$ cat src/design/ssrc_pkg.sv
package ssrc_pkg;
    // Register byte offsets on APB
    localparam logic [7:0] OFS_CTRL     = 8'h00;
    localparam logic [7:0] OFS_PROT_CMD = 8'h04;
    localparam logic [7:0] OFS_STATUS   = 8'h08;
    localparam logic [7:0] OFS_CLK_SEL  = 8'h0c;

    // Control register field positions
    localparam int RATE_LSB   = 0;
    localparam int EN_BIT     = 3;
    localparam int PERIOD_LSB = 4;

    // Reset value and legality limits
    localparam logic [1:0] PERIOD_RST = 2'h1;
    localparam logic [1:0] PERIOD_BAD = 2'h3;
    localparam logic [2:0] RATE_MAX   = 3'h5;

    // Strap reset rate codes, one per strap pin pair value
    localparam logic [2:0] STRAP_RATE_0 = 3'h0;
    localparam logic [2:0] STRAP_RATE_1 = 3'h1;
    localparam logic [2:0] STRAP_RATE_2 = 3'h3;
    localparam logic [2:0] STRAP_RATE_3 = 3'h5;

    // Lock time after a control change
    localparam int LOCK_TIME_US  = 20;
    localparam int CLK_MHZ       = 10;
    localparam int LOCK_CYCLES   = LOCK_TIME_US * CLK_MHZ;

    typedef struct packed {
        logic [1:0] period;
        logic       enable;
        logic [2:0] rate;
    } ssrc_ctrl_t;

    typedef struct packed {
        logic       psel;
        logic       penable;
        logic       pwrite;
        logic [7:0] paddr;
        logic [31:0] pwdata;
    } ssrc_apb_req_t;

    typedef struct packed {
        logic        enable;
        logic [2:0]  rate;
        logic [1:0]  period;
    } ssrc_mod_t;
endpackage : ssrc_pkg

$ cat src/design/ssrc_lock_timer.sv
`timescale 1ns/100ps
module ssrc_lock_timer (
    // Clock and reset
    input  wire logic clk,
    input  wire logic sys_rst,
    // Control
    input  wire logic restart,
    output logic      unlocked
);
    typedef struct packed {
        logic [15:0] cnt;
        logic        unl;
    } ssrc_lt_st_t;

    ssrc_lt_st_t st_ff;
    ssrc_lt_st_t nxt_st;

    always_comb begin
        nxt_st = st_ff;
        if (restart) begin
            nxt_st.cnt = 16'(ssrc_pkg::LOCK_CYCLES);
            nxt_st.unl = 1'b1;
        end else if (st_ff.cnt != 16'h0) begin
            nxt_st.cnt = st_ff.cnt - 16'h1;
            nxt_st.unl = (st_ff.cnt != 16'h1);
        end
    end

    always_ff @(posedge clk) begin
        if (sys_rst) begin
            st_ff <= '{cnt: 16'(ssrc_pkg::LOCK_CYCLES), unl: 1'b1};
        end else begin
            st_ff <= nxt_st;
        end
    end

    assign unlocked = st_ff.unl;
endmodule : ssrc_lock_timer

$ cat src/design/ssrc_top.sv
// How it works
// - Enable bit low gives a fixed unmodulated clock whatever the rate code.
// - Rate codes 0 to 5 give -0.5 to -5 percent; 6 and 7 prohibited.
// - Core, bus and peripheral clocks all follow the modulated setting.
// - Reads of the control register need no preceding command.
// - Command data is ignored; software uses matching data for both stores.
// - Period field: 00, 01, 10 select ranges; 11 prohibited.
// - Reset loads period 01; enable and rate come from two strap pins.
// - Writes only with oscillator main clock; any change sets unlocked.
`timescale 1ns/100ps
module ssrc_top (
    // Clock and reset
    input  wire logic        clk,
    input  wire logic        sys_rst,
    // APB slave
    input  wire logic        psel,
    input  wire logic        penable,
    input  wire logic        pwrite,
    input  wire logic [7:0]  paddr,
    input  wire logic [31:0] pwdata,
    output logic      [31:0] prdata,
    output logic             pready,
    output logic             pslverr,
    // Strap pins
    input  wire logic        strap_pin_hi,
    input  wire logic        strap_pin_lo,
    // Modulation setting to the synthesizer, lock status and system clock select
    output logic             modulation_enable,
    output logic      [2:0]  rate_code,
    output logic      [1:0]  period_sel,
    output logic             lock_pending,
    output logic             sys_clk_from_synth
);
    typedef struct packed {
        logic [1:0]  strap_s1;
        logic [1:0]  strap_s2;
        logic        strap_done;
        logic        armed;
        logic        clk_sel;
        ssrc_pkg::ssrc_ctrl_t ctrl;
        ssrc_pkg::ssrc_mod_t  mod;
        logic        lock_out;
        logic        sel_out;
        logic        restart;
        logic [31:0] rdata;
        logic        ready;
        logic        err;
    } ssrc_st_t;

    ssrc_st_t st_ff;
    ssrc_st_t nxt_st;
    logic     unlocked;

    function automatic logic legal_ctrl(input logic [31:0] d);
        legal_ctrl = (d[ssrc_pkg::RATE_LSB +: 3] <= ssrc_pkg::RATE_MAX) &&
                     (d[ssrc_pkg::PERIOD_LSB +: 2] != ssrc_pkg::PERIOD_BAD);
    endfunction : legal_ctrl

    function automatic ssrc_pkg::ssrc_ctrl_t strap_ctrl(input logic [1:0] s);
        ssrc_pkg::ssrc_ctrl_t c;
        c.period = ssrc_pkg::PERIOD_RST;
        c.enable = (s != 2'h0);
        unique case (s)
            2'h0: c.rate = ssrc_pkg::STRAP_RATE_0;
            2'h1: c.rate = ssrc_pkg::STRAP_RATE_1;
            2'h2: c.rate = ssrc_pkg::STRAP_RATE_2;
            2'h3: c.rate = ssrc_pkg::STRAP_RATE_3;
        endcase
        strap_ctrl = c;
    endfunction : strap_ctrl

    ssrc_lock_timer u_lock (
        .clk      (clk),
        .sys_rst  (sys_rst),
        .restart  (st_ff.restart),
        .unlocked (unlocked)
    );

    logic setup;
    assign setup = psel && !penable;

    always_comb begin
        nxt_st = st_ff;
        nxt_st.strap_s1 = {strap_pin_hi, strap_pin_lo};
        nxt_st.strap_s2 = st_ff.strap_s1;
        nxt_st.restart  = 1'b0;
        nxt_st.ready    = 1'b0;
        nxt_st.err      = 1'b0;
        if (!st_ff.strap_done) begin
            nxt_st.ctrl       = strap_ctrl(st_ff.strap_s2);
            nxt_st.strap_done = 1'b1;
            nxt_st.restart    = 1'b1;
        end else if (setup) begin
            nxt_st.ready = 1'b1;
            if (pwrite) begin
                unique case (paddr)
                    ssrc_pkg::OFS_PROT_CMD: nxt_st.armed = 1'b1;
                    ssrc_pkg::OFS_CTRL: begin
                        nxt_st.armed = 1'b0;
                        if (st_ff.armed && !st_ff.clk_sel && legal_ctrl(pwdata)) begin
                            nxt_st.ctrl.rate   = pwdata[ssrc_pkg::RATE_LSB +: 3];
                            nxt_st.ctrl.enable = pwdata[ssrc_pkg::EN_BIT];
                            nxt_st.ctrl.period = pwdata[ssrc_pkg::PERIOD_LSB +: 2];
                            nxt_st.restart     = 1'b1;
                        end else begin
                            nxt_st.err = !st_ff.armed;
                        end
                    end
                    ssrc_pkg::OFS_CLK_SEL: begin
                        nxt_st.armed   = 1'b0;
                        nxt_st.clk_sel = pwdata[0];
                    end
                    default: begin
                        nxt_st.armed = 1'b0;
                        nxt_st.err   = (paddr != ssrc_pkg::OFS_STATUS);
                    end
                endcase
                nxt_st.rdata = 32'h0;
            end else begin
                nxt_st.armed = 1'b0;
                unique case (paddr)
                    ssrc_pkg::OFS_CTRL: nxt_st.rdata = {24'h0, 2'h0, st_ff.ctrl.period,
                        st_ff.ctrl.enable, st_ff.ctrl.rate};
                    ssrc_pkg::OFS_PROT_CMD: nxt_st.rdata = 32'h0;
                    ssrc_pkg::OFS_STATUS:   nxt_st.rdata = {31'h0, unlocked};
                    ssrc_pkg::OFS_CLK_SEL:  nxt_st.rdata = {31'h0, st_ff.clk_sel};
                    default: begin
                        nxt_st.rdata = 32'h0;
                        nxt_st.err   = 1'b1;
                    end
                endcase
            end
        end
        // Gate off modulation when disabled
        nxt_st.mod.enable = st_ff.ctrl.enable;
        nxt_st.mod.rate   = st_ff.ctrl.enable ? st_ff.ctrl.rate : 3'h0;
        nxt_st.mod.period = st_ff.ctrl.period;
        nxt_st.lock_out   = unlocked;
        nxt_st.sel_out    = st_ff.clk_sel;
    end

    always_ff @(posedge clk) begin
        if (sys_rst) begin
            // Strap synchroniser keeps sampling so capture sees the pins
            st_ff          <= '0;
            st_ff.strap_s1 <= nxt_st.strap_s1;
            st_ff.strap_s2 <= nxt_st.strap_s2;
        end else begin
            st_ff <= nxt_st;
        end
    end

    assign prdata             = st_ff.rdata;
    assign pready             = st_ff.ready;
    assign pslverr            = st_ff.err;
    assign modulation_enable  = st_ff.mod.enable;
    assign rate_code          = st_ff.mod.rate;
    assign period_sel         = st_ff.mod.period;
    assign lock_pending       = st_ff.lock_out;
    assign sys_clk_from_synth = st_ff.sel_out;

    a_unarmed_no_write: assert property (@(posedge clk) disable iff (sys_rst)
        (st_ff.strap_done && setup && pwrite && paddr == ssrc_pkg::OFS_CTRL && !st_ff.armed)
        |=> $stable(st_ff.ctrl))
        else $error("control changed without arming");
    a_arm_one_access: assert property (@(posedge clk) disable iff (sys_rst)
        (st_ff.strap_done && setup && !(pwrite && paddr == ssrc_pkg::OFS_PROT_CMD))
        |=> !st_ff.armed)
        else $error("armed state survived an access");
    a_disabled_fixed: assert property (@(posedge clk) disable iff (sys_rst)
        !st_ff.ctrl.enable |=> (!modulation_enable && rate_code == 3'h0))
        else $error("modulation while disabled");
    a_rate_legal: assert property (@(posedge clk) disable iff (sys_rst)
        st_ff.strap_done |-> st_ff.ctrl.rate <= ssrc_pkg::RATE_MAX)
        else $error("prohibited rate code held");
    a_period_legal: assert property (@(posedge clk) disable iff (sys_rst)
        st_ff.strap_done |-> st_ff.ctrl.period != ssrc_pkg::PERIOD_BAD)
        else $error("prohibited period held");
    a_change_unlocks: assert property (@(posedge clk) disable iff (sys_rst)
        (st_ff.strap_done && $changed(st_ff.ctrl)) |-> ##2 unlocked)
        else $error("change did not unlock");
    a_write_main_sel: assert property (@(posedge clk) disable iff (sys_rst)
        (st_ff.strap_done && st_ff.clk_sel) |=> $stable(st_ff.ctrl))
        else $error("control changed with synth clock selected");
    a_read_direct: assert property (@(posedge clk) disable iff (sys_rst)
        (st_ff.strap_done && setup && !pwrite && paddr == ssrc_pkg::OFS_CTRL)
        |=> prdata[5:0] == {$past(st_ff.ctrl.period), $past(st_ff.ctrl.enable),
                            $past(st_ff.ctrl.rate)})
        else $error("control read mismatch");
    a_strap_period: assert property (@(posedge clk) disable iff (sys_rst)
        ($rose(st_ff.strap_done)) |-> st_ff.ctrl.period == ssrc_pkg::PERIOD_RST)
        else $error("reset period wrong");
endmodule : ssrc_top

$ cat config.mk
export PLATFORM = sky130hd
export DESIGN_NAME = ssrc_top
export DESIGN_NICKNAME = d
export VERILOG_FILES = /design/src/design/ssrc_pkg.sv /design/src/design/ssrc_lock_timer.sv /design/src/design/ssrc_top.sv
export SDC_FILE = /design/constraint.sdc
export NUM_CORES = 1
export LEC_CHECK = 0
export ABC_AREA = 1
export CAP_MARGIN = 20
export CORE_MARGIN = 4
export CORE_UTILIZATION = 40
export DETAILED_ROUTE_END_ITERATION = 6
export DONT_BUFFER_PORTS = 1
export GPL_ROUTABILITY_DRIVEN = 1
export MAX_ROUTING_LAYER = met4
export SYNTH_ARGS = -nofsm -noshare
export SYNTH_HDL_FRONTEND = slang
export SYNTH_SLANG_ARGS = --single-unit
$ cat constraint.sdc
create_clock -name clk -period 2.16 [get_ports clk]
set_clock_uncertainty 0.05 [all_clocks]
set_input_delay 0.324 -clock clk [delete_from_list [all_inputs] [get_ports clk]]
set_output_delay 0.324 -clock clk [all_outputs]
set_load 0.02 [all_outputs]
### Word level (Yosys, flattened, before mapping)

Index checks and enable logic that the tools add are counted.

* register bits after elaboration: 73
* output and inout port bits: 42

* add/sub/neg operators: 1
* $lt $le $gt $ge: 1
* equality and inequality tests: 13
* mux-type cells: 24
* bitwise logic cells: 3
* reduce and logical (&&, ||, !) cells: 21

Operator list (number)
* $mux 52: 1
* $mux 35: 1
* $mux 34: 1
* $mux 32: 1
* $mux 6: 3
* $pmux 6 s3: 1
* $eq 8x4->1 const B: 2
* $ne 16x1->1 const B: 1
* $reduce_bool 16->1: 1
* $sub 16x1->16 const B: 1
* $pmux 3 s4: 1
* $reduce_and 4->1: 3
* $mux 1: 10
* $eq 8x3->1 const B: 1
* $logic_not 8->1: 1
* $mux 8: 1
* $ne 8x4->1 const B: 1
* $reduce_or 2->1: 4
* $mux 7: 1
* $ne 2x1->1 const B: 3
* $eq 2x2->1 const B: 2
* $logic_and 1x1->1: 4
* $ne 2x2->1 const B: 2
* $reduce_or 4->1: 1
* 11 further kinds: 15

### Longest topological paths before layout

Gate-level depths: netlist (run 1).

* word-level depth: 9
* mapped depth: 9
* depth with buffers taken out: 9

### Modules after synthesis

A second synthesis (run 1) with hierarchy kept.

* cell total of the unflattened synthesis: 331
* area total of the unflattened synthesis: 2433.6 um2

Modules (own cells, without submodules)
* ssrc_top: instances 1, cells each 187, area an instance 1475.2 um2
* ssrc_lock_timer: instances 1, cells each 144, area an instance 958.4 um2

### Worst setup path after synthesis (run 1)

No wires, ideal clock.

* path kind: reg2reg
* start point: register u_lock.st_ff[1] in the netlist's numbering
* end point: register u_lock.st_ff[11] in the netlist's numbering
* library setup time: 0.115 ns
* data arrival time: 1.148 ns
* required time: 1.995 ns
* path slack: 0.847 ns
* cell stages (with the launch flop): 9
* buffers on the path: 1
* period minus slack after synthesis: 1.313 ns
* cell sequence: dfxtp_1 inv_1 ha_1 nand2_1 nor2_2 nand2_2 buf_6 a31oi_1 nor2_1

* longest elaborated chain between the ends: 1
* elaborated cells on any way between the ends: 2

RTL lines
* start, declared: RTL line ssrc_lock_timer.sv:15 `ssrc_lt_st_t st_ff;`
* start signal, assigned: RTL line ssrc_lock_timer.sv:31 `st_ff <= '{cnt: 16'(ssrc_pkg::LOCK_CYCLES), unl: 1'b1};`
* start signal, assigned: RTL line ssrc_lock_timer.sv:33 `st_ff <= nxt_st;`
* $sub 16x1->16 / $reduce_bool 16->1 (equally long branches): RTL line ssrc_lock_timer.sv:24, ssrc_lock_timer.sv:23

Parallel ways exist; a longest one is shown, timed or not.
A chain may end at the register's enable or synchronous reset.

### Worst setup path after layout (run 1)

* start point: register u_lock.st_ff[1] in the netlist's numbering
* end point: register u_lock.st_ff[10] in the netlist's numbering

Same word-level chain as after synthesis.

==> flow_metrics.env, run 1 <==
export IMPL_timing_critical_path_arrival_ns=1.74
export IMPL_worst_setup_hold_path_clk_slew_ns=0.08
export IMPL_grt_overflow_total=0
export IMPL_max_clock_freq_ghz=0.642
export IMPL_htree_num_levels=2
export IMPL_critical_path_max_stage_delay_ns=0.37
export IMPL_outcome="finished clean"
export IMPL_nNetsFinal=352
export IMPL_top_cell_type_s_share_of_synthesized_area_pct=40.9
export IMPL_setup_tns_final_ns=0
export IMPL_share_of_layout_cells_above_drive_strength_1_pct=9.57
export IMPL_clockRootBuffer="sky130_fd_sc_hd__clkbuf_8"
export IMPL_critical_path_most_common_cell="sky130_fd_sc_hd__nand2_1"
export IMPL_grt_total_usage_pct=12.8
export IMPL_synth_seq_cells=47
export IMPL_critical_path_cell_chain="inv_1 > ha_1 > nand2_1 > nor2_2 > nand2_2 > nand3_1 > nand2_1 > nand2_1 > nor2_1"
export IMPL_critical_path_buf_inv_count=1
export IMPL_post_cts_resized_instances=0
export IMPL_worstPathMaxFanout=16
export IMPL_design_power_total_mw=1.58
export IMPL_max_clock_path_buffers=2
export IMPL_cts_inserted_buffers=5
export IMPL_total_detailed_routing_wirelength_um=4180
export IMPL_synth_lib_cells_used_distinct=30
export IMPL_area_growth_syn_to_fin_pct=-0.544
export IMPL_globalplace_congestion=0.828
export IMPL_mean_routed_wirelength_per_cell_um=11.2
export IMPL_cellPowerDensity_nw_per_um2=690
export IMPL_pre_cts_ws_ns=0.608
export IMPL_placement_rows=27
export IMPL_crit_path_end_kind="flip-flop"
export IMPL_ys_flop_type="sky130_fd_sc_hd__dfxtp_1"
export IMPL_dr_pass1_iters=4
export IMPL_report_final_slew_viol_count=0
export IMPL_initial_antenna_violation_count=0
export IMPL_start_util_pct=41.5
export IMPL_postLayoutSetupSlackWorst_ns=0.602
export IMPL_vias_in_the_first_global_route=1534
export IMPL_synth_top_cells_by_area="sky130_fd_sc_hd__dfxtp_1, sky130_fd_sc_hd__buf_4, sky130_fd_sc_hd__nand2_1"
export IMPL_worst_ep_required_time_ns=2.34
export IMPL_async_set_or_reset_flop_fraction_in_the_synthesized_netlist_pct=0
export IMPL_ys_top_cells_by_count="sky130_fd_sc_hd__nand2_1, sky130_fd_sc_hd__dfxtp_1, sky130_fd_sc_hd__nor2_1, sky130_fd_sc_hd__buf_4, sky130_fd_sc_hd__inv_1"
export IMPL_final_period_utilization_pct=72.2
export IMPL_grt_first_pass_wirelength_um=7040
export IMPL_top_level_ports=89
export IMPL_finalSetupViolations=0
export IMPL_synth_avg_cell_area_um2=7.47
export IMPL_placement_io_buffers=0
export IMPL_die_area_um2=7030
export IMPL_ctsHoldBuffers=2
export IMPL_vias_per_cell=4.46
export IMPL_design_core_area_um2=5540
export IMPL_timing_hold_violations_final=0
export IMPL_post_synth_edffs=0
export IMPL_synthesis_yosys_warnings=0
export IMPL_postCtsSetupRepairBufs=0
export IMPL_synthesis_instances=308
export IMPL_cts_tree="done"
export IMPL_worstHoldPathType="in -> reg"
export IMPL_synth_top_cell_by_area="sky130_fd_sc_hd__dfxtp_1"
export IMPL_max_stage_delay_cell_worst_path="sky130_fd_sc_hd__dfxtp_1"
export IMPL_vias=1673
export IMPL_leakagePower_nw=0.989
export IMPL_yosysMostFrequentCell="sky130_fd_sc_hd__nand2_1"
export IMPL_final_period_minus_worst_setup_slack_ns=1.56
export IMPL_vdd_drop_max_mv=0.312
export IMPL_dieWidth_um=83.8
export IMPL_num_antenna_cells=0
export IMPL_max_cap_viol_count=0
export IMPL_grt_setup_unrepaired="false"
export IMPL_detailed_place_hpwl_um=3160
export IMPL_drtAntennaViolNets=0
export IMPL_fp_dieH_um=83.8
export IMPL_post_synth_instance_area_um2=2300
export IMPL_clock_latency_ns=0.30
export IMPL_timing_worst_setup_path_type="reg -> reg"
export IMPL_synth_seq_area_share_pct=40.9
export IMPL_largest_net_degree_at_the_start_of_global_routing=17
export IMPL_cp_start_kind="flip-flop"
export IMPL_drc_errors=0
export IMPL_violation_count_after_the_first_detailed_route_iteration=89
export IMPL_crit_family="simple AND/OR/NAND/NOR gates"
export IMPL_clock_sinks=47
-- placed cells by master (no fill, tap or decap), types with 5 or more instances in the layout --
master | netlist | routed
sky130_fd_sc_hd__clkbuf_8 | 0 | 5
sky130_fd_sc_hd__nand3_1 | 16 | 16
sky130_fd_sc_hd__inv_1 | 26 | 26
sky130_fd_sc_hd__xor2_1 | 5 | 5
sky130_fd_sc_hd__nand2_1 | 60 | 60
sky130_fd_sc_hd__conb_1 | 1 | 26
sky130_fd_sc_hd__a21oi_1 | 14 | 14
sky130_fd_sc_hd__nand2_2 | 5 | 5
sky130_fd_sc_hd__dfxtp_1 | 47 | 47
sky130_fd_sc_hd__nor2_2 | 8 | 8
sky130_fd_sc_hd__o21ai_0 | 7 | 7
sky130_fd_sc_hd__nor2_1 | 43 | 43
-- worst reg2reg max path: stages (launching register included) --
cell                      delay [ns]
sky130_fd_sc_hd__dfxtp_1        0.37
sky130_fd_sc_hd__inv_1          0.11
sky130_fd_sc_hd__ha_1           0.21
sky130_fd_sc_hd__nand2_1        0.09
sky130_fd_sc_hd__nor2_2         0.05
sky130_fd_sc_hd__nand2_2        0.25
sky130_fd_sc_hd__nand3_1        0.15
sky130_fd_sc_hd__nand2_1        0.08
sky130_fd_sc_hd__nand2_1        0.04
sky130_fd_sc_hd__nor2_1         0.08
-- cells by family (layout without fill, tap and decap cells) --
group | after synthesis | count (layout) | share of synthesized area, %
simple gates | 149 | 149 | 29.4
other cells | 1 | 26 | 0.163
xor+xnor | 8 | 8 | 3.05
flops | 47 | 47 | 40.9
compound gates | 30 | 30 | 7.01
fa+ha+maj | 3 | 3 | 1.63
buf+inv | 70 | 40 | 17.8
-- metal layers --
| metal | track usage, % | wire length, um |
|---|---|---|
| met2 | 18.9 | 1840 |
| met1 | 15.8 | 1880 |
| met4 | 3.51 | 38 |
| met3 | 5.63 | 430 |
| met5 | - | 0 |
-- per-stage QoR --
stage	cell area [um^2]	hold WS, ns	instances	util, %
2_1_floorplan	2390	0.260	333	-
3_3_place_gp	2190	0.266	365	39.5
3_5_place_dp	2190	0.268	365	39.5
4_1_cts	2290	0.0244	375	41.3
5_1_grt	2290	0.0117	375	41.3
6_report	2290	0.0341	375	41.3
-- sequential cells by signal, indices dropped and copies added (netlist names) --
name                cells
prdata                  6
lock_pending            1
nxt_st                  6
pslverr                 1
u_lock.unlocked         1
sys_clk_from_synth      1
modulation_enable       1
pready                  1
st_ff                   8
period_sel              2
rate_code               3
u_lock.st_ff           16
-- final timing paths --
| kind | startpoint | to | slack (ns) | cells past startpoint |
|---|---|---|---|---|
| worst max register to register | u_lock.st_ff[1] | u_lock.st_ff[10] | 0.60 | 9 |
| worst max-delay path | u_lock.st_ff[1] | u_lock.st_ff[10] | 0.60 | 9 |
| worst min register to register | nxt_st[53] | st_ff[53] | 0.28 | 0 |
| worst min-delay path | sys_rst | prdata[0] | 0.03 | 1 |
-- report_power, final --
part           internal (mW)  switching, mW  total [mW]
Combinational         0.0394          0.108       0.148
Clock                  0.228          0.281       0.509
Sequential             0.894         0.0291       0.923
Total                   1.16          0.418        1.58
-- layout make-up --
type | count | area, um^2
well taps | 72 | 90.1
multi-input cells | 216 | 1040
fillers | 605 | 3250
clock inverters | 1 | 5.00
flip-flops and latches | 47 | 941
inverters | 30 | 113
repair buffers | 2 | 20.0
clock buffers | 7 | 76.3
No activity file was read; power rests on OpenSTA's default activity.
==> run 2: changes to the inputs <==
==> constraint.sdc (replaced) <==
create_clock -name clk -period 1.42 [get_ports clk]
set_clock_uncertainty 0.05 [all_clocks]
set_input_delay 0.213 -clock clk [delete_from_list [all_inputs] [get_ports clk]]
set_output_delay 0.213 -clock clk [all_outputs]
set_load 0.02 [all_outputs]
==> run 2 against run 1 <==
  * Core utilization up 5.8 points
  * Routed wire length up 10%
  * Combinational power up 120%
  * First-iteration DRC count up 11%
  * Clock-buffer cell count down 1
  * Worst setup slack worse by 0.53 ns
  * Sequential power up 53%
==> flow_metrics.env, run 2 (synthesized netlist as in run 1, its figures left out) <==
export IMPL_total_switching_power_mw=0.685
export IMPL_largest_reg_flops=16
export IMPL_area_growth_syn_to_fin_pct=13.3
export IMPL_detailed_place_hpwl_um=3360
export IMPL_largest_registers="u_lock.st_ff (16), st_ff (8)"
export IMPL_initial_antenna_violation_count=0
export IMPL_max_cap_viol_count=0
export IMPL_hp_start="sys_rst"
export IMPL_design_core_area_um2=5540
export IMPL_whs_path_depth=3
export IMPL_report_final_slew_viol_count=0
export IMPL_pre_cts_ws_ns=-0.0148
export IMPL_share_of_layout_cells_above_drive_strength_1_pct=23.3
export IMPL_cp_start_kind="flip-flop"
export IMPL_register_name_with_the_most_flops="u_lock.st_ff"
export IMPL_htree_num_levels=2
export IMPL_worst_setup_hold_path_clk_slew_ns=0.09
export IMPL_critical_path_cell_chain="inv_1 > buf_4 > ha_4 > nand2_2 > inv_1 > nand2_1 > xor2_1 > nand2_1 > nor2_1"
export IMPL_whs_endpoint="nxt_st[38]"
export IMPL_clockRootBuffer="sky130_fd_sc_hd__clkbuf_8"
export IMPL_dieWidth_um=83.8
export IMPL_timing_critical_path_arrival_ns=1.53
export IMPL_power_internal_mw=1.82
export IMPL_clock_latency_ns=0.29
export IMPL_dr_pass1_iters=4
export IMPL_vdd_drop_max_mv=0.638
export IMPL_cts_tree="done"
export IMPL_vias_per_cell=4.55
export IMPL_vias_in_the_first_global_route=1639
export IMPL_timing_hold_ws_ns=0.0215
export IMPL_rrSetupSlack_ns=0.07
export IMPL_fillCellCount=574
export IMPL_start_util_pct=41.5
export IMPL_mean_routed_wirelength_per_cell_um=11.5
export IMPL_most_frequent_standard_cell_in_the_layout_excluding_fill_and_tap_cells="sky130_fd_sc_hd__nand2_1"
export IMPL_final_period_utilization_pct=94.8
export IMPL_worst_ep_required_time_ns=1.60
export IMPL_postLayoutSetupSlackWorst_ns=0.0742
export IMPL_cts_inserted_buffers=5
export IMPL_r2r_start="u_lock.st_ff[2]"
export IMPL_vias=1834
export IMPL_pwr_share_clk_pct=31.2
export IMPL_timing_reg2reg_worst_path_depth=9
export IMPL_sequentialPowerShare_pct=56.1
export IMPL_fp_dieH_um=83.8
export IMPL_reg_to_reg_endpoint="u_lock.st_ff[13]"
export IMPL_clock_sinks=47
export IMPL_final_period_minus_worst_setup_slack_ns=1.35
export IMPL_total_detailed_routing_wirelength_um=4620
export IMPL_outcome="finished clean"
export IMPL_max_clock_freq_ghz=0.743
export IMPL_largest_net_degree_at_the_start_of_global_routing=15
export IMPL_grt_first_pass_wirelength_um=7480
export IMPL_leakagePower_nw=1.15
export IMPL_timing_hold_violations_final=0
export IMPL_finalSetupViolations=0
export IMPL_globalplace_congestion=0.757
export IMPL_max_stage_delay_cell_worst_path="sky130_fd_sc_hd__dfxtp_2"
export IMPL_cellPowerDensity_nw_per_um2=962
export IMPL_crit_family="flip-flops"
export IMPL_placement_io_buffers=0
export IMPL_postLayoutCoreUtil_pct=47.1
export IMPL_placement_rows=27
export IMPL_worstHoldPathType="in -> reg"
export IMPL_most_frequent_cells_in_the_layout="sky130_fd_sc_hd__nand2_1, sky130_fd_sc_hd__dfxtp_1, sky130_fd_sc_hd__nor2_1, sky130_fd_sc_hd__conb_1, sky130_fd_sc_hd__inv_1"
export IMPL_design_power_total_mw=2.51
export IMPL_worstPathMaxFanout=3
export IMPL_drc_errors=0
export IMPL_sw_share_pct=27.3
export IMPL_die_area_um2=7030
export IMPL_timing_worst_setup_path_type="reg -> reg"
export IMPL_grt_setup_unrepaired="true"
export IMPL_grt_overflow_total=0
export IMPL_drtAntennaViolNets=0
export IMPL_critical_path_buf_inv_count=3
export IMPL_max_clock_path_buffers=2
export IMPL_critical_path_max_stage_delay_ns=0.33
export IMPL_crit_path_end_kind="flip-flop"
export IMPL_nNetsFinal=380
export IMPL_violation_count_after_the_first_detailed_route_iteration=99
export IMPL_combinationalPowerShare_pct=12.7
export IMPL_top_level_ports=89
export IMPL_grt_total_usage_pct=13.5
export IMPL_num_antenna_cells=0
[run 2: worst register-to-register path: stages (launching register included)]
cell and delay (ns):
sky130_fd_sc_hd__dfxtp_2 0.33, sky130_fd_sc_hd__inv_1 0.05, sky130_fd_sc_hd__buf_4 0.14, sky130_fd_sc_hd__ha_4 0.16
sky130_fd_sc_hd__nand2_2 0.08, sky130_fd_sc_hd__inv_1 0.05, sky130_fd_sc_hd__nand2_1 0.10, sky130_fd_sc_hd__xor2_1 0.17
sky130_fd_sc_hd__nand2_1 0.06, sky130_fd_sc_hd__nor2_1 0.08
[run 2: layout make-up]
class                   instances  area (um^2)  area share [%]
multi-input cells             217         1140            43.6
clock buffers                   6         72.6            2.78
repair buffers                 29          236            9.07
clock inverters                 2         12.5           0.480
flip-flops and latches         47          946            36.3
inverters                      30          113            4.32
well taps                      72         90.1            3.45
[run 2: worst max-delay path by stage]
stage	slack [ns]	depth (start not counted)	startpoint	end
detailed placement	-0.01	9	u_lock.st_ff[1]	u_lock.st_ff[15]
floorplan	0.11	8	u_lock.st_ff[1]	u_lock.st_ff[11]
global placement	0.03	9	u_lock.st_ff[1]	u_lock.st_ff[13]
finish	0.07	9	u_lock.st_ff[2]	u_lock.st_ff[13]
CTS	-0.02	9	u_lock.st_ff[1]	u_lock.st_ff[15]
global route	-0.04	8	u_lock.st_ff[11]	u_lock.st_ff[15]
[run 2: routing by layer]
layer,GRT usage [%],share of wire (%)
met5,-,0
met4,5.70,1.3
met3,4.44,8.1
met2,19.5,45
met1,17.2,46
[run 2: repair_timing]
action / 4_1_cts / 5_1_grt
pin swaps: 2 / 13
endpoints found under the setup margin: 7 / 18
hold endpoints to repair: 14 / 0
gates cloned: 0 / 1
gates resized for setup: 4 / 26
hold buffers: 5 / 0
setup buffers: 0 / 2
[run 2: metrics by stage]
step / std cells / setup TNS (ns) / cell area [um^2]
after global placement: 387 / 0 / 2350
after detailed placement: 387 / -0.0191 / 2350
final: 403 / 0 / 2610
after floorplan: 333 / 0 / 2390
after global routing: 403 / -0.0781 / 2610
after CTS: 400 / -0.0243 / 2500
[run 2: power by group through the flow]
| stage | Combinational [mW] | Sequential, mW | Clock [mW] |
|---|---|---|---|
| floorplan | 0.262 | 1.42 | 0 |
| global placement | 0.258 | 1.43 | 0 |
| detailed placement | 0.260 | 1.43 | 0 |
| CTS | 0.280 | 1.40 | 0.821 |
| global route | 0.356 | 1.41 | 0.873 |
| finish | 0.319 | 1.41 | 0.781 |
==> run 3: changes to the inputs <==
==> constraint.sdc (replaced) <==
create_clock -name clk -period 1.3 [get_ports clk]
set_clock_uncertainty 0.05 [all_clocks]
set_input_delay 0.195 -clock clk [delete_from_list [all_inputs] [get_ports clk]]
set_output_delay 0.195 -clock clk [all_outputs]
set_load 0.02 [all_outputs]
==> run 3 against run 2 <==
  * The flow now finishes with violations (setup timing)
  * First-iteration DRC count is 45% lower
  * Final area is 8.1% higher
  * Core utilization is 3.8 points higher
  * Clock power is 36% higher
  * Global-route usage is 0.085 points higher
  * Clock-buffer cell count is 1 lower
  * Largest cell class unchanged
==> flow_metrics.env, run 3 (synthesized netlist as in run 1, its figures left out) <==
export IMPL_r2r_start="u_lock.st_ff[1]"
export IMPL_violation_count_after_the_first_detailed_route_iteration=54
export IMPL_register_name_with_the_most_flops="u_lock.st_ff"
export IMPL_mean_routed_wirelength_per_cell_um=11.5
export IMPL_top_level_ports=89
export IMPL_reg_to_reg_endpoint="u_lock.st_ff[7]"
export IMPL_whs_path_depth=2
export IMPL_htree_num_levels=2
export IMPL_grt_setup_unrepaired="true"
export IMPL_worst_ep_required_time_ns=1.45
export IMPL_cts_tree="done"
export IMPL_largest_reg_flops=16
export IMPL_nNetsFinal=392
export IMPL_max_clock_freq_ghz=0.750
export IMPL_largest_registers="u_lock.st_ff (16), st_ff (8)"
export IMPL_outcome="finished with violations"
export IMPL_timing_hold_ws_ns=0.00950
export IMPL_final_period_minus_worst_setup_slack_ns=1.33
export IMPL_timing_reg2reg_worst_path_depth=8
export IMPL_final_period_utilization_pct=103
export IMPL_timing_hold_violations_final=0
export IMPL_worstPathMaxFanout=6
export IMPL_timing_worst_setup_path_type="reg -> reg"
export IMPL_clock_sinks=47
export IMPL_cellPowerDensity_nw_per_um2=1070
export IMPL_start_util_pct=41.5
export IMPL_drc_errors=0
export IMPL_crit_path_end_kind="flip-flop"
export IMPL_largest_net_degree_at_the_start_of_global_routing=16
export IMPL_report_final_slew_viol_count=0
export IMPL_area_growth_syn_to_fin_pct=22.5
export IMPL_timing_critical_path_arrival_ns=1.48
export IMPL_finalSetupViolations=8
export IMPL_grt_first_pass_wirelength_um=7510
export IMPL_worst_setup_hold_path_clk_slew_ns=0.08
export IMPL_post_place_instance_area_um2=2400
export IMPL_dr_pass1_iters=4
export IMPL_grt_overflow_total=0
export IMPL_clock_latency_ns=0.31
export IMPL_vias_in_the_first_global_route=1690
export IMPL_layout_cell_area_non_filler_um2=2820
export IMPL_initial_antenna_violation_count=0
export IMPL_globalplace_congestion=0.770
export IMPL_cp_start_kind="flip-flop"
export IMPL_num_antenna_cells=0
export IMPL_share_of_layout_cells_above_drive_strength_1_pct=30.6
export IMPL_max_cap_viol_count=0
export IMPL_most_frequent_cells_in_the_layout="sky130_fd_sc_hd__nand2_1, sky130_fd_sc_hd__dfxtp_1, sky130_fd_sc_hd__nor2_1, sky130_fd_sc_hd__buf_4, sky130_fd_sc_hd__conb_1"
export IMPL_cts_inserted_buffers=5
export IMPL_failed_checks="setup timing"
export IMPL_vias=1858
export IMPL_leakagePower_nw=1.22
export IMPL_worstHoldPathType="in -> reg"
export IMPL_most_frequent_standard_cell_in_the_layout_excluding_fill_and_tap_cells="sky130_fd_sc_hd__nand2_1"
export IMPL_detailed_place_hpwl_um=3390
export IMPL_die_area_um2=7030
export IMPL_drtAntennaViolNets=0
export IMPL_total_detailed_routing_wirelength_um=4760
export IMPL_max_clock_path_buffers=2
export IMPL_fp_dieH_um=83.8
export IMPL_vdd_drop_max_mv=0.533
export IMPL_placement_rows=27
export IMPL_clockRootBuffer="sky130_fd_sc_hd__clkbuf_8"
export IMPL_whs_endpoint="nxt_st[37]"
export IMPL_postLayoutSetupSlackWorst_ns=-0.0337
export IMPL_grt_total_usage_pct=13.5
export IMPL_rrSetupSlack_ns=-0.03
export IMPL_hp_start="pwdata[4]"
export IMPL_placement_io_buffers=0
export IMPL_dieWidth_um=83.8
export IMPL_vias_per_cell=4.48
export IMPL_design_core_area_um2=5540
run 3: cell types whose count changed in the layout (fill, tap and decap cells not counted), sizes merged:
cell,delta
buf,+10
dlygate4sd3,+3
bufinv,+1
clkbuf,-1
clkinv,+1
clkinvlp,-1
dlymetal6s4s,-1
run 3: timing repair:
action / CTS / global route
setup buffers: 1 / 5
hold buffers: 7 / 0
cloned: 1 / 0
endpoints found under the setup margin: 16 / 20
resized for setup: 25 / 36
pin swaps: 7 / 18
endpoints found under the hold margin: 15 / 0
run 3: final cells by class:
type                    count  area (um^2)
inverters                  30          118
flip-flops and latches     47          960
repair buffers             41          340
multi-input cells         217         1200
clock buffers               5         68.8
clock inverters             3         43.8
well taps                  72         90.1
fillers                   542         2720
run 3: how the worst max path moves through the flow:
stage / from / endpoint / slack [ns] / depth (start not counted)
after global routing: u_lock.st_ff[9] / u_lock.st_ff[16] / -0.12 / 7
after detailed placement: u_lock.st_ff[1] / u_lock.st_ff[15] / -0.12 / 9
after CTS: u_lock.st_ff[1] / u_lock.st_ff[3] / -0.00006 / 6
after floorplan: u_lock.st_ff[1] / u_lock.st_ff[11] / 0.03 / 8
after global placement: u_lock.st_ff[1] / u_lock.st_ff[15] / -0.10 / 9
final: u_lock.st_ff[1] / u_lock.st_ff[7] / -0.03 / 8
run 3: power breakdown:
group	internal, mW	switching, mW
registers	1.49	0.0551
clock network	0.572	0.490
logic	0.157	0.242
total	2.22	0.786
run 3: stage by stage:
step           power (mW)  std cells  setup slack, ns  setup TNS, ns  util (%)
6_report             3.00        415          -0.0337         -0.147      50.9
5_1_grt              3.14        415           -0.123          -1.08      50.9
4_1_cts              3.00        410       -0.0000622     -0.0000622      48.2
3_5_place_dp         1.87        393           -0.121          -1.01      43.3
3_3_place_gp         1.86        393           -0.101         -0.894      43.3
2_1_floorplan        1.84        333           0.0253              0         -
run 3: worst max-delay path, stage by stage, from the launching register on:
cell                      delay, ns
sky130_fd_sc_hd__dfxtp_2       0.33
sky130_fd_sc_hd__inv_2         0.09
sky130_fd_sc_hd__ha_2          0.19
sky130_fd_sc_hd__nand2_2       0.08
sky130_fd_sc_hd__nor2_4        0.13
sky130_fd_sc_hd__nand2_4       0.11
sky130_fd_sc_hd__buf_4         0.16
sky130_fd_sc_hd__nand2_1       0.05
sky130_fd_sc_hd__nand2_1       0.04
run 3: metal layers:
| layer | vias to the layer above | part of all wire, % | routed length [um] | GRT usage, % |
|---|---|---|---|---|
| met5 | - | 0 | 0 | - |
| met4 | 0 | 1.0 | 49 | 5.41 |
| met3 | 5 | 7.6 | 360 | 3.65 |
| met2 | 54 | 48 | 2280 | 21.3 |
| met1 | 832 | 44 | 2080 | 16.5 |
| li1 | 967 | - | - | - |
